## config.mk

```make
export PLATFORM = sky130hd
export DESIGN_NAME = led_driver_fault_supervisor
export DESIGN_NICKNAME = d
export VERILOG_FILES = /design/src/supervisor_pkg.sv /design/src/led_driver_fault_supervisor.sv /design/src/sync_counter.sv
export SDC_FILE = /design/constraint.sdc
export NUM_CORES = 1
export LEC_CHECK = 0
export ABC_CLOCK_PERIOD_IN_PS = 2730
export BUFFER_PORTS_ARGS = -buffer_cell sky130_fd_sc_hd__buf_2
export CAP_MARGIN = 20
export CORE_ASPECT_RATIO = 0.9
export CORE_MARGIN = 5
export CORE_UTILIZATION = 62
export CTS_CLUSTER_DIAMETER = 120
export DETAILED_ROUTE_END_ITERATION = 8
export PLACE_DENSITY = 0.8
export SLEW_MARGIN = 20
export SYNTH_ARGS = -nofsm -noshare
export SYNTH_HDL_FRONTEND = slang
export SYNTH_SLANG_ARGS = --single-unit
```

## constraint.sdc

```tcl
create_clock -name sys_clk -period 2.73 [get_ports sys_clk]
set_clock_uncertainty 0.05 [all_clocks]
set_input_delay 0.273 -clock sys_clk [delete_from_list [all_inputs] [get_ports sys_clk]]
set_output_delay 0.273 -clock sys_clk [all_outputs]
set_load 0.05 [all_outputs]
```

## src/supervisor_pkg.sv

```systemverilog
// constants for the led driver fault supervisor
// assumes a 100 MHz system clock
`default_nettype none
package supervisor_pkg;
  localparam int unsigned CLK_HZ = 100000000;
  localparam int unsigned LINE_BLANK_MS = 25;
  localparam int unsigned AUX_SHORT_MS = 90;
  localparam int unsigned RECOVERY_S = 4;
  localparam int unsigned LINE_BLANK_CYCLES = (CLK_HZ / 1000) * LINE_BLANK_MS;
  localparam int unsigned AUX_SHORT_CYCLES = (CLK_HZ / 1000) * AUX_SHORT_MS;
  localparam int unsigned RECOVERY_CYCLES = CLK_HZ * RECOVERY_S;
  localparam int unsigned FAULT_CYCLES = 4;
  localparam logic [2:0] FAULT_COUNT_RESET = 3'h0;
  localparam logic [1:0] VALLEY_LOW_LINE = 2'h1;
  localparam logic [1:0] VALLEY_HIGH_LINE = 2'h2;
  localparam logic [1:0] VALLEY_COUNT_RESET = 2'h0;
  typedef enum logic [1:0] {
    ST_OFF = 2'b00,
    ST_WAIT_VALLEY = 2'b01,
    ST_ON = 2'b10,
    ST_RECOVER = 2'b11
  } sup_state_type;
endpackage
`default_nettype wire

```

## src/led_driver_fault_supervisor.sv

```systemverilog
// switching supervisor: line range, valley choice, protections, recovery
// assumes comparator inputs come asynchronously from analog circuits
`timescale 1ns/1ps
`default_nettype none
// Operation
// - line above high threshold sets high-line range at once
// - return to low line qualified by 25 ms blanking, falling comparator
// - low line only after continuous 25 ms below; any break restarts it
// - high line turns on at second valley, low line at first
// - gate ends when sensed current exceeds setpoint
// - peak current limit ends gate at once for the cycle
// - sense overvoltage in 4 consecutive cycles stops and recovers
// - 150 percent current trip 4 consecutive cycles stops switching
// - valley pin counts low when below short threshold
// - valley pin low continuously 90 ms flags aux short
// - aux short timer cleared by pin above short threshold or whenever switching is not active
// - after aux short gate stays off 4 s then restarts
// - supply overvoltage stops switching, waits 4 s, resumes
// - compensation node grounded during whole recovery pause
// - compensation grounded under brown-out, lockout or thermal trip
// - switching starts only when line above brown-out on level
// - line below brown-out off level shuts switching down
module led_driver_fault_supervisor #(
  parameter int unsigned LINE_BLANK = supervisor_pkg::LINE_BLANK_CYCLES,
  parameter int unsigned AUX_SHORT = supervisor_pkg::AUX_SHORT_CYCLES,
  parameter int unsigned RECOVERY = supervisor_pkg::RECOVERY_CYCLES
) (
  input wire logic sys_clk,
  input wire logic rst_b,
  input wire logic line_high_cmp,
  input wire logic line_low_cmp,
  input wire logic brownout_on_cmp,
  input wire logic brownout_off_cmp,
  input wire logic valley_cmp,
  input wire logic setpoint_cmp,
  input wire logic peak_current_limit,
  input wire logic sense_pin_overvoltage_trip,
  input wire logic winding_diode_short_trip,
  input wire logic valley_short_cmp,
  input wire logic supply_overvoltage_level,
  input wire logic thermal_trip,
  input wire logic supply_low_lockout,
  output logic gate_drive,
  output logic comp_ground,
  output logic high_line_flag,
  output logic low_line_flag,
  output logic line_undervoltage_detect,
  output logic aux_short_circuit_trip,
  output logic recovering
);
  localparam int unsigned CW = 32;
  logic [1:0] m_high, m_bon, m_boff, m_val, m_sp, m_pk, m_ovp, m_wd, m_vov, m_therm, m_uv;
  logic s_high, s_bon, s_boff, s_val, s_sp, s_pk, s_ovp, s_wd, s_vov, s_therm, s_uv;
  logic low_qual, aux_expired, val_d, turn_on;
  logic [1:0] valley_count, valley_need;
  logic [2:0] ovp_count, wd_count;
  logic ovp_seen, wd_seen;
  logic [CW-1:0] recover_count;
  supervisor_pkg::sup_state_type state;
  logic fault_now, active, valley_edge, cycle_end;

  ////////////////////////////////////////////////////////////////////////////
  // input synchronisers
  always_ff @(posedge sys_clk or negedge rst_b) begin
    if (!rst_b) begin
      m_high <= 2'h0; m_bon <= 2'h0; m_boff <= 2'h0; m_val <= 2'h0;
      m_sp <= 2'h0; m_pk <= 2'h0; m_ovp <= 2'h0; m_wd <= 2'h0;
      m_vov <= 2'h0; m_therm <= 2'h0; m_uv <= 2'h0;
    end else begin
      m_high <= {m_high[0], line_high_cmp};
      m_bon <= {m_bon[0], brownout_on_cmp};
      m_boff <= {m_boff[0], brownout_off_cmp};
      m_val <= {m_val[0], valley_cmp};
      m_sp <= {m_sp[0], setpoint_cmp};
      m_pk <= {m_pk[0], peak_current_limit};
      m_ovp <= {m_ovp[0], sense_pin_overvoltage_trip};
      m_wd <= {m_wd[0], winding_diode_short_trip};
      m_vov <= {m_vov[0], supply_overvoltage_level};
      m_therm <= {m_therm[0], thermal_trip};
      m_uv <= {m_uv[0], supply_low_lockout};
    end
  end
  assign s_high = m_high[1];
  assign s_bon = m_bon[1];
  assign s_boff = m_boff[1];
  assign s_val = m_val[1];
  assign s_sp = m_sp[1];
  assign s_pk = m_pk[1];
  assign s_ovp = m_ovp[1];
  assign s_wd = m_wd[1];
  assign s_vov = m_vov[1];
  assign s_therm = m_therm[1];
  assign s_uv = m_uv[1];

  ////////////////////////////////////////////////////////////////////////////
  // line range
  sync_counter #(.LIMIT(LINE_BLANK), .WIDTH(CW)) u_low_line (
    .sys_clk(sys_clk),
    .rst_b(rst_b),
    .din(line_low_cmp),
    .count_en(1'b1),
    .dout(),
    .expired(low_qual)
  );

  always_ff @(posedge sys_clk or negedge rst_b) begin
    if (!rst_b) begin
      high_line_flag <= 1'b0;
      low_line_flag <= 1'b1;
    end else if (s_high) begin
      high_line_flag <= 1'b1;
      low_line_flag <= 1'b0;
    end else if (low_qual) begin
      high_line_flag <= 1'b0;
      low_line_flag <= 1'b1;
    end
  end

  ////////////////////////////////////////////////////////////////////////////
  // brown-out hysteresis
  always_ff @(posedge sys_clk or negedge rst_b) begin
    if (!rst_b) begin
      line_undervoltage_detect <= 1'b1;
    end else if (s_boff) begin
      line_undervoltage_detect <= 1'b1;
    end else if (s_bon) begin
      line_undervoltage_detect <= 1'b0;
    end
  end

  ////////////////////////////////////////////////////////////////////////////
  // aux short timer: valley_short_cmp high means pin below 0.99 V
  assign active = (state == supervisor_pkg::ST_WAIT_VALLEY) || (state == supervisor_pkg::ST_ON);
  sync_counter #(.LIMIT(AUX_SHORT), .WIDTH(CW)) u_aux_short (
    .sys_clk(sys_clk),
    .rst_b(rst_b),
    .din(valley_short_cmp),
    .count_en(active),
    .dout(),
    .expired(aux_expired)
  );

  always_ff @(posedge sys_clk or negedge rst_b) begin
    if (!rst_b) begin
      aux_short_circuit_trip <= 1'b0;
    end else if (aux_expired) begin
      aux_short_circuit_trip <= 1'b1;
    end else if (state == supervisor_pkg::ST_OFF) begin
      aux_short_circuit_trip <= 1'b0;
    end
  end

  ////////////////////////////////////////////////////////////////////////////
  // consecutive-cycle fault counters
  assign cycle_end = (state == supervisor_pkg::ST_ON) && (s_sp || s_pk);

  always_ff @(posedge sys_clk or negedge rst_b) begin
    if (!rst_b) begin
      ovp_seen <= 1'b0;
      wd_seen <= 1'b0;
      ovp_count <= supervisor_pkg::FAULT_COUNT_RESET;
      wd_count <= supervisor_pkg::FAULT_COUNT_RESET;
    end else if (!active) begin
      ovp_seen <= 1'b0;
      wd_seen <= 1'b0;
      ovp_count <= supervisor_pkg::FAULT_COUNT_RESET;
      wd_count <= supervisor_pkg::FAULT_COUNT_RESET;
    end else begin
      if (state == supervisor_pkg::ST_WAIT_VALLEY && s_ovp) begin
        ovp_seen <= 1'b1;
      end
      if (state == supervisor_pkg::ST_ON && s_wd) begin
        wd_seen <= 1'b1;
      end
      // one count per switching cycle, even when a valley is skipped
      if (turn_on) begin
        ovp_seen <= 1'b0;
        ovp_count <= (ovp_seen || s_ovp) ? ovp_count + 3'h1 : 3'h0;
      end
      if (cycle_end) begin
        wd_seen <= 1'b0;
        wd_count <= (wd_seen || s_wd) ? wd_count + 3'h1 : 3'h0;
      end
    end
  end

  assign fault_now = (ovp_count >= 3'(supervisor_pkg::FAULT_CYCLES))
    || (wd_count >= 3'(supervisor_pkg::FAULT_CYCLES))
    || aux_expired || s_vov;

  ////////////////////////////////////////////////////////////////////////////
  // switching sequencer
  assign valley_edge = s_val && !val_d;
  assign valley_need = high_line_flag ? supervisor_pkg::VALLEY_HIGH_LINE
    : supervisor_pkg::VALLEY_LOW_LINE;
  assign turn_on = (state == supervisor_pkg::ST_WAIT_VALLEY) && valley_edge
    && (valley_count + 2'h1 >= valley_need);

  always_ff @(posedge sys_clk or negedge rst_b) begin
    if (!rst_b) begin
      state <= supervisor_pkg::ST_OFF;
      val_d <= 1'b0;
      valley_count <= supervisor_pkg::VALLEY_COUNT_RESET;
      recover_count <= '0;
      gate_drive <= 1'b0;
    end else begin
      val_d <= s_val;
      case (state)
        supervisor_pkg::ST_OFF: begin
          gate_drive <= 1'b0;
          valley_count <= supervisor_pkg::VALLEY_COUNT_RESET;
          if (!line_undervoltage_detect && !s_uv && !s_therm && !s_vov) begin
            state <= supervisor_pkg::ST_WAIT_VALLEY;
          end
        end
        supervisor_pkg::ST_WAIT_VALLEY: begin
          if (fault_now) begin
            state <= supervisor_pkg::ST_RECOVER;
            recover_count <= '0;
          end else if (line_undervoltage_detect || s_uv || s_therm) begin
            state <= supervisor_pkg::ST_OFF;
          end else if (valley_edge) begin
            if (turn_on) begin
              state <= supervisor_pkg::ST_ON;
              gate_drive <= 1'b1;
              valley_count <= supervisor_pkg::VALLEY_COUNT_RESET;
            end else begin
              valley_count <= valley_count + 2'h1;
            end
          end
        end
        supervisor_pkg::ST_ON: begin
          if (fault_now) begin
            state <= supervisor_pkg::ST_RECOVER;
            recover_count <= '0;
            gate_drive <= 1'b0;
          end else if (s_pk || s_sp || line_undervoltage_detect || s_uv || s_therm) begin
            state <= supervisor_pkg::ST_WAIT_VALLEY;
            gate_drive <= 1'b0;
          end
        end
        supervisor_pkg::ST_RECOVER: begin
          gate_drive <= 1'b0;
          if (recover_count >= CW'(RECOVERY - 1)) begin
            state <= supervisor_pkg::ST_OFF;
          end else begin
            recover_count <= recover_count + CW'(1);
          end
        end
        default: begin
          state <= supervisor_pkg::ST_OFF;
          gate_drive <= 1'b0;
        end
      endcase
    end
  end

  ////////////////////////////////////////////////////////////////////////////
  // compensation node clamp and status
  always_ff @(posedge sys_clk or negedge rst_b) begin
    if (!rst_b) begin
      comp_ground <= 1'b1;
      recovering <= 1'b0;
    end else begin
      comp_ground <= (state == supervisor_pkg::ST_RECOVER) || fault_now
        || line_undervoltage_detect || s_uv || s_therm;
      recovering <= (state == supervisor_pkg::ST_RECOVER);
    end
  end
endmodule // led_driver_fault_supervisor
`default_nettype wire

```

## src/sync_counter.sv

```systemverilog
// two-flop synchroniser followed by a run-length counter
// assumes din is asynchronous to clk
`timescale 1ns/1ps
`default_nettype none
module sync_counter #(
  parameter int unsigned LIMIT = 16,
  parameter int unsigned WIDTH = 32
) (
  input wire logic sys_clk,
  input wire logic rst_b,
  input wire logic din,
  input wire logic count_en,
  output logic dout,
  output logic expired
);
  logic meta;
  logic [WIDTH-1:0] count;

  always_ff @(posedge sys_clk or negedge rst_b) begin
    if (!rst_b) begin
      meta <= 1'b0;
      dout <= 1'b0;
    end else begin
      meta <= din;
      dout <= meta;
    end
  end

  // counts while the synchronised level stays high and count_en is set, restarts on any drop of either
  always_ff @(posedge sys_clk or negedge rst_b) begin
    if (!rst_b) begin
      count <= '0;
      expired <= 1'b0;
    end else if (!dout || !count_en) begin
      count <= '0;
      expired <= 1'b0;
    end else if (count >= WIDTH'(LIMIT - 1)) begin
      expired <= 1'b1;
    end else begin
      count <= count + WIDTH'(1);
    end
  end
endmodule // sync_counter
`default_nettype wire
```

# [After elaboration in Yosys (flattened, before gate mapping)]
# Cells that the tools add are included.
[totals] regBits=144 input_bits=15 output_inout_bits=7 word_cells=166
[classes] add_sub_neg=6 n_lt_le_gt_ge=6 n_eq_ne=21 mux=53 n_reduce_logical=46
[op_table] operator="32-bit two-way mux" n=6
[op_table] operator="32-bit by 1-bit adder with 32-bit output (second input constant)" n=3
[op_table] operator="32-bit case mux with 2 select lines" n=1
[op_table] operator="32-bit by 22-bit greater-or-equal comparator with 1-bit output (second input constant)" n=1
[op_table] operator="32-bit by 24-bit greater-or-equal comparator with 1-bit output (second input constant)" n=1
[op_table] operator="32-bit by 29-bit greater-or-equal comparator with 1-bit output (second input constant)" n=1
[op_table] operator="2-bit two-way mux" n=13
[op_table] operator="1-bit two-way mux" n=24
[op_table] operator="2-bit != test (second input constant)" n=10
[op_table] operator="3-bit two-way mux" n=6
[op_table] operator="1-bit logical OR" n=17
[op_table] operator="2-bit nonzero test" n=6
[op_table] operator="5-bit AND reduction" n=2
[op_table] operator="1-bit logical AND" n=9
[op_table] operator="4-bit by 3-bit != test with 1-bit output (second input constant)" n=2
[op_table] operator="2-bit case mux with 4 select lines" n=1
[op_table] operator="1-bit logical NOT" n=7
[op_table] operator="3-bit by 1-bit adder with 3-bit output (second input constant)" n=2
[op_table] operator="3-bit greater-or-equal comparator (second input constant)" n=2
[op_table] operator="2-bit by 1-bit != test with 1-bit output (second input constant)" n=3
[op_table] operator="3-bit != test (second input constant)" n=2
[op_table] operator="2-bit equality test (second input constant)" n=2
[op_table] operator="2-bit case mux with 2 select lines" n=1
[op_table] operator="4-bit AND reduction" n=1
[op_table] operator="8 further kinds" n=9

# [Logic depth before layout (Yosys ltp)]
[logic_depth] ltp_word=9 mapped_depth=9 mapped_depth_nobuf=8

# [By module]
# A second synthesis with hierarchy kept.
[hier_totals] cells_unflattened=693 area_unflattened_um2=7044.3
[modules_own_cells] module="led_driver_fault_supervisor" instances=1 cells_per_inst=346 area_each_um2=3579.7
[modules_own_cells] module="sync_counter (u_aux_short)" instances=1 cells_per_inst=175 area_each_um2=1765.4
[modules_own_cells] module="sync_counter (u_low_line)" instances=1 cells_per_inst=172 area_each_um2=1699.1

# [Worst setup path before layout]
# OpenSTA, ideal clock, no wires.
[synth_timing] path_type="register to register" from="reg u_low_line.count[0]" to="reg u_low_line.count[15]" setup_ns=0.080 arrival_ns=2.302 path_slack_ns=0.297 path_stages_with_launch=8 synth_period_minus_slack_ns=2.433 cell_sequence="dfrtp_1 -> ha_1 -> nand4_2 -> a2111oi_0 -> o2111ai_1 -> nand3_1 -> or4b_2 -> a21oi_1"
[synth_between] elab_chain_cells=3 word_cells_on_any_way=5
[synth_lines] element="start: declaration" line="sync_counter.sv:17" source="logic [WIDTH-1:0] count;"
[synth_lines] element="start signal: assignment" line="sync_counter.sv:40" source="count <= count + WIDTH'(1);"
[synth_lines] element="32-bit by 1-bit adder with 32-bit output" line="sync_counter.sv:40"
[synth_lines] element="32-bit two-way mux" line="sync_counter.sv:37" source="end else if (count >= WIDTH'(LIMIT - 1)) begin"
[synth_lines] element="32-bit two-way mux" line="sync_counter.sv:34" source="end else if (!dout || !count_en) begin"
# Several ways; a longest one is shown, not always the timed one. The select of a mux whose other input is x is not followed.
# A chain may end at the register's enable or synchronous reset.

# [Worst setup path after layout]
[layout_timing] from="reg recover_count[0]" to="reg recover_count[20]"
[layout_between] elab_chain_cells=3 word_cells_on_any_way=6
[layout_lines] element="start: declaration" line="led_driver_fault_supervisor.sv:58" source="logic [CW-1:0] recover_count;"
[layout_lines] element="start signal: assignment" line="led_driver_fault_supervisor.sv:247" source="recover_count <= recover_count + CW'(1);"
[layout_lines] element="32-bit by 1-bit adder with 32-bit output or 32-bit by 29-bit greater-or-equal comparator with 1-bit output (tied branches)" line="led_driver_fault_supervisor.sv:247, led_driver_fault_supervisor.sv:244"
[layout_lines] element="32-bit two-way mux or 2-bit != test (tied branches)"
[layout_lines] element="32-bit case mux with 2 select lines or 3-bit AND reduction (tied branches)"
# Several ways; a longest one is shown, not always the timed one. The select of a mux whose other input is x is not followed.

==> impl_metrics.ini <==
[yosys]
syn_avg_cell_area_sq_um = 9.88
yosysWarnings = 0
synth_area_sq_um = 6750
yosysUniqueCellTypes = 60
synthArstFlopShare = 1.00
ys_ff_latch = 144
synth_nets = 709
synth_flop_cell = dfrtp_1
synth_cells = 683
synth-edff-count = 0
seq_area_frac_synth = 0.535

[critical_path]
cp_max_fo = 12
reg2reg_depth = 9
critPathLaunch = recover_count[0]
r2r_end = recover_count[20]
cp_slowest_cell = dfrtp_1
critical_path_class = register to register
end_kind = register
cp-start-kind = register
slowest_delay_ns = 0.42
cp_cell_sequence = ha_1 > nand3_1 > buf_4 > nor3_1 > o2111ai_1 > nand3_1 > buf_4 > or4_1 > a21oi_1
reg2reg_slack_ns = 0.20
reg2reg_from = recover_count[0]
critPathArrivalTime_ns = 2.81
required_ns = 3.02

[clocking]
cts_sinks = 144
cts_tree = done
clk_latency_ns = 0.42
clkSlewWorstSetupHoldPaths_ns = 0.06
clockBufferDepth = 2
root_buffer = clkbuf_16
cts_htree_levels = 4
cts_buffers = 17

[placement]
placedCellCount = 835
place_ws_ns = 0.161
gp_congestion = 0.897
place_area_sq_um = 7090
portBuffers = 21
dp.final_hpwl_mm = 9.75

[floorplan]
core-area_sq_um = 10700
die_h_um = 109
start_util = 0.629
num_io_pins = 22
dieArea_sq_um = 13100
die_x_um = 120
rows = 36

[min_path]
hold_path.class = register to register
whs_path_depth = 0
hp-start = m_ovp[0]
hold_end = m_ovp[1]

[flow_run]
cap_viol_max_count = 0

[timing]
finalSetupViolations = 0
slew_headroom = 0.528
final_hold_viol_count = 0
grt_setup_unrepaired = false
timing.final.crit_share = 0.925
worst_pin_slew_ns = 0.699
tns_ns = 0
fin_ws_ns = 0.205
fin_crit_ns = 2.53
slew_viol_final = 0
fmax_ghz = 0.396

[grt]
grt_use_total = 0.236
antenna_found_initial = 0
grt_start_max_net_pins = 62
grt-ovfl-total = 0
grt_pass1_vias = 5315
grt_pass1_wl_mm = 24.6

[drt]
drc = 0
routed_wl_mm = 14.5
drtAntennaViolNets = 0
via_count = 5405
dr.first_iter.drc_count = 516
viasPerCell = 6.15
drtPass1Iterations = 5
wl_per_cell_um = 16.5

[power]
powerDensity_nw_per_um2 = 660
static-leakage-power_nw = 3.41
ir_drop_mv = 0.524

[cells_and_area]
num-nets-final = 761
final_area_sq_um = 7850
final_cells = 879
n_antenna_cell = 0
drive_above_1_share = 0.115
fillers = 730
area_growth_pct = 16.3

[status]
status = complete, no violations
-- Yosys cell counts, types with 4 or more instances --
cell | number | area, sq um
ha_1 | 11 | 138
and4_1 | 4 | 35.0
nand2_1 | 72 | 270
nand2b_1 | 7 | 43.8
o211ai_1 | 12 | 90.1
xor2_1 | 11 | 96.3
o21ai_0 | 37 | 185
inv_1 | 24 | 90.1
or2_2 | 5 | 31.3
nand3_1 | 33 | 165
nor3_1 | 16 | 80.1
or4_1 | 18 | 135
clkbuf_1 | 19 | 71.3
nor2b_1 | 4 | 25.0
xnor2_1 | 13 | 114
mux2i_1 | 5 | 50.1
or3_1 | 23 | 144
and2_1 | 20 | 125
o2111ai_1 | 4 | 35.0
dfrtp_1 | 141 | 3530
o31ai_1 | 19 | 143
a21boi_0 | 4 | 30.0
a21oi_1 | 32 | 160
nor2_1 | 54 | 203
nand4_1 | 13 | 81.3
o21a_1 | 7 | 52.6
nor4_1 | 17 | 106
and3_1 | 15 | 93.8
a21o_1 | 4 | 30.0
-- power by group --
group	switching, mW	total (mW)	internal, mW	leakage (nW)
combinational	0.441	0.635	0.194	1.20
sequential	0.0444	2.23	2.19	1.93
clock	0.863	2.31	1.45	0.274
-- worst max-delay path: cells and delay by family (launching register included) --
family / cells / cell delay, ns
flip-flops: 1 / 0.42
AND/OR/NAND/NOR: 4 / 0.88
AO/OA/AOI/OAI: 2 / 0.43
buffers and inverters: 2 / 0.41
adder cells (fa/ha/maj): 1 / 0.25
-- flip-flops by register name (all words and copies together) (netlist names), 3 cells and up --
signal / cells
recover_count: 32
u_aux_short.count: 32
u_low_line.count: 32
ovp_count: 3
wd_count: 3
-- cell usage in the layout (no fill, tap or decap), drive strengths merged, types with 2 or more instances in the layout --
cell type    netlist  layout
dfrtp            141     141
nand2             72      72
nor2              54      54
buf                1      39
o21ai             38      38
nand3             34      34
a21oi             32      32
inv               24      24
or3               23      23
and2              21      21
clkbuf            19      20
o31ai             19      19
or4               19      19
nor4              17      17
nor3              16      16
and3              15      15
dlygate4sd3        0      14
nand4             14      14
xnor2             13      13
o211ai            12      12
xor2              11      11
ha                11      11
o21a               7       7
nand2b             7       7
or2                6       6
mux2i              5       5
a21boi             4       4
and4               4       4
o2111ai            4       4
a21o               4       4
nor2b              4       4
clkinvlp           0       4
clkinv             1       4
nor4b              3       3
a31oi              3       3
bufinv             0       3
dfstp              3       3
a32o               2       2
a22o               2       2
a2111oi            2       2
-- worst max-delay path by stage --
stage                           end  slack (ns)  cells after the start
6_report          recover_count[20]        0.20                      9
4_1_cts           recover_count[26]        0.13                      7
2_1_floorplan  u_low_line.count[15]        0.30                      7
5_1_grt           recover_count[26]        0.07                      7
3_3_place_gp      recover_count[26]        0.27                      7
3_5_place_dp      recover_count[26]        0.16                      7
-- per-layer routing --
layer	wire length, um	vias up	global-route usage
met4	298	0	0.0867
met3	784	37	0.0591
met1	6460	2620	0.307
met2	7000	161	0.389
li1	-	2587	-
met5	0	-	0
-- final cells by class --
cell class	count	area (sq um)	area share
Tap cell	133	166	0.0212
Clock inverter	10	139	0.0177
Sequential cell	144	3610	0.460
Multi-Input combinational cell	494	2990	0.381
Timing Repair Buffer	53	399	0.0509
Inverter	25	93.8	0.0120
Clock buffer	20	447	0.0569
-- repair_timing --
action,4_1_cts,5_1_grt
endpoints found under the hold margin,70,0
hold buffers,14,0
resized for setup,0,4
endpoints found under the setup margin,0,18
buffers inserted,0,0
-- kinds of logic (layout without fill, tap and decap cells) --
kind of cell / count (synthesis) / after routing / share of synthesized area
AND/OR/NAND/NOR: 314 / 314 / 0.246
XOR/XNOR: 24 / 24 / 0.0312
flip-flops: 144 / 144 / 0.535
AO/OA/AOI/OAI: 140 / 140 / 0.135
buffers and inverters: 45 / 108 / 0.0252
multiplexers: 5 / 5 / 0.00742
adder cells (fa/ha/maj): 11 / 11 / 0.0204
-- metrics by stage --
step           hold WS (ns)  power (mW)  utilization
6_report              0.296        5.18        0.732
5_1_grt               0.301        5.39        0.732
3_3_place_gp          0.233        2.86        0.662
2_1_floorplan       -0.0726        2.64            -
4_1_cts               0.299        5.20        0.729
3_5_place_dp          0.244        2.88        0.662
Power figures use the tool's default switching activity.
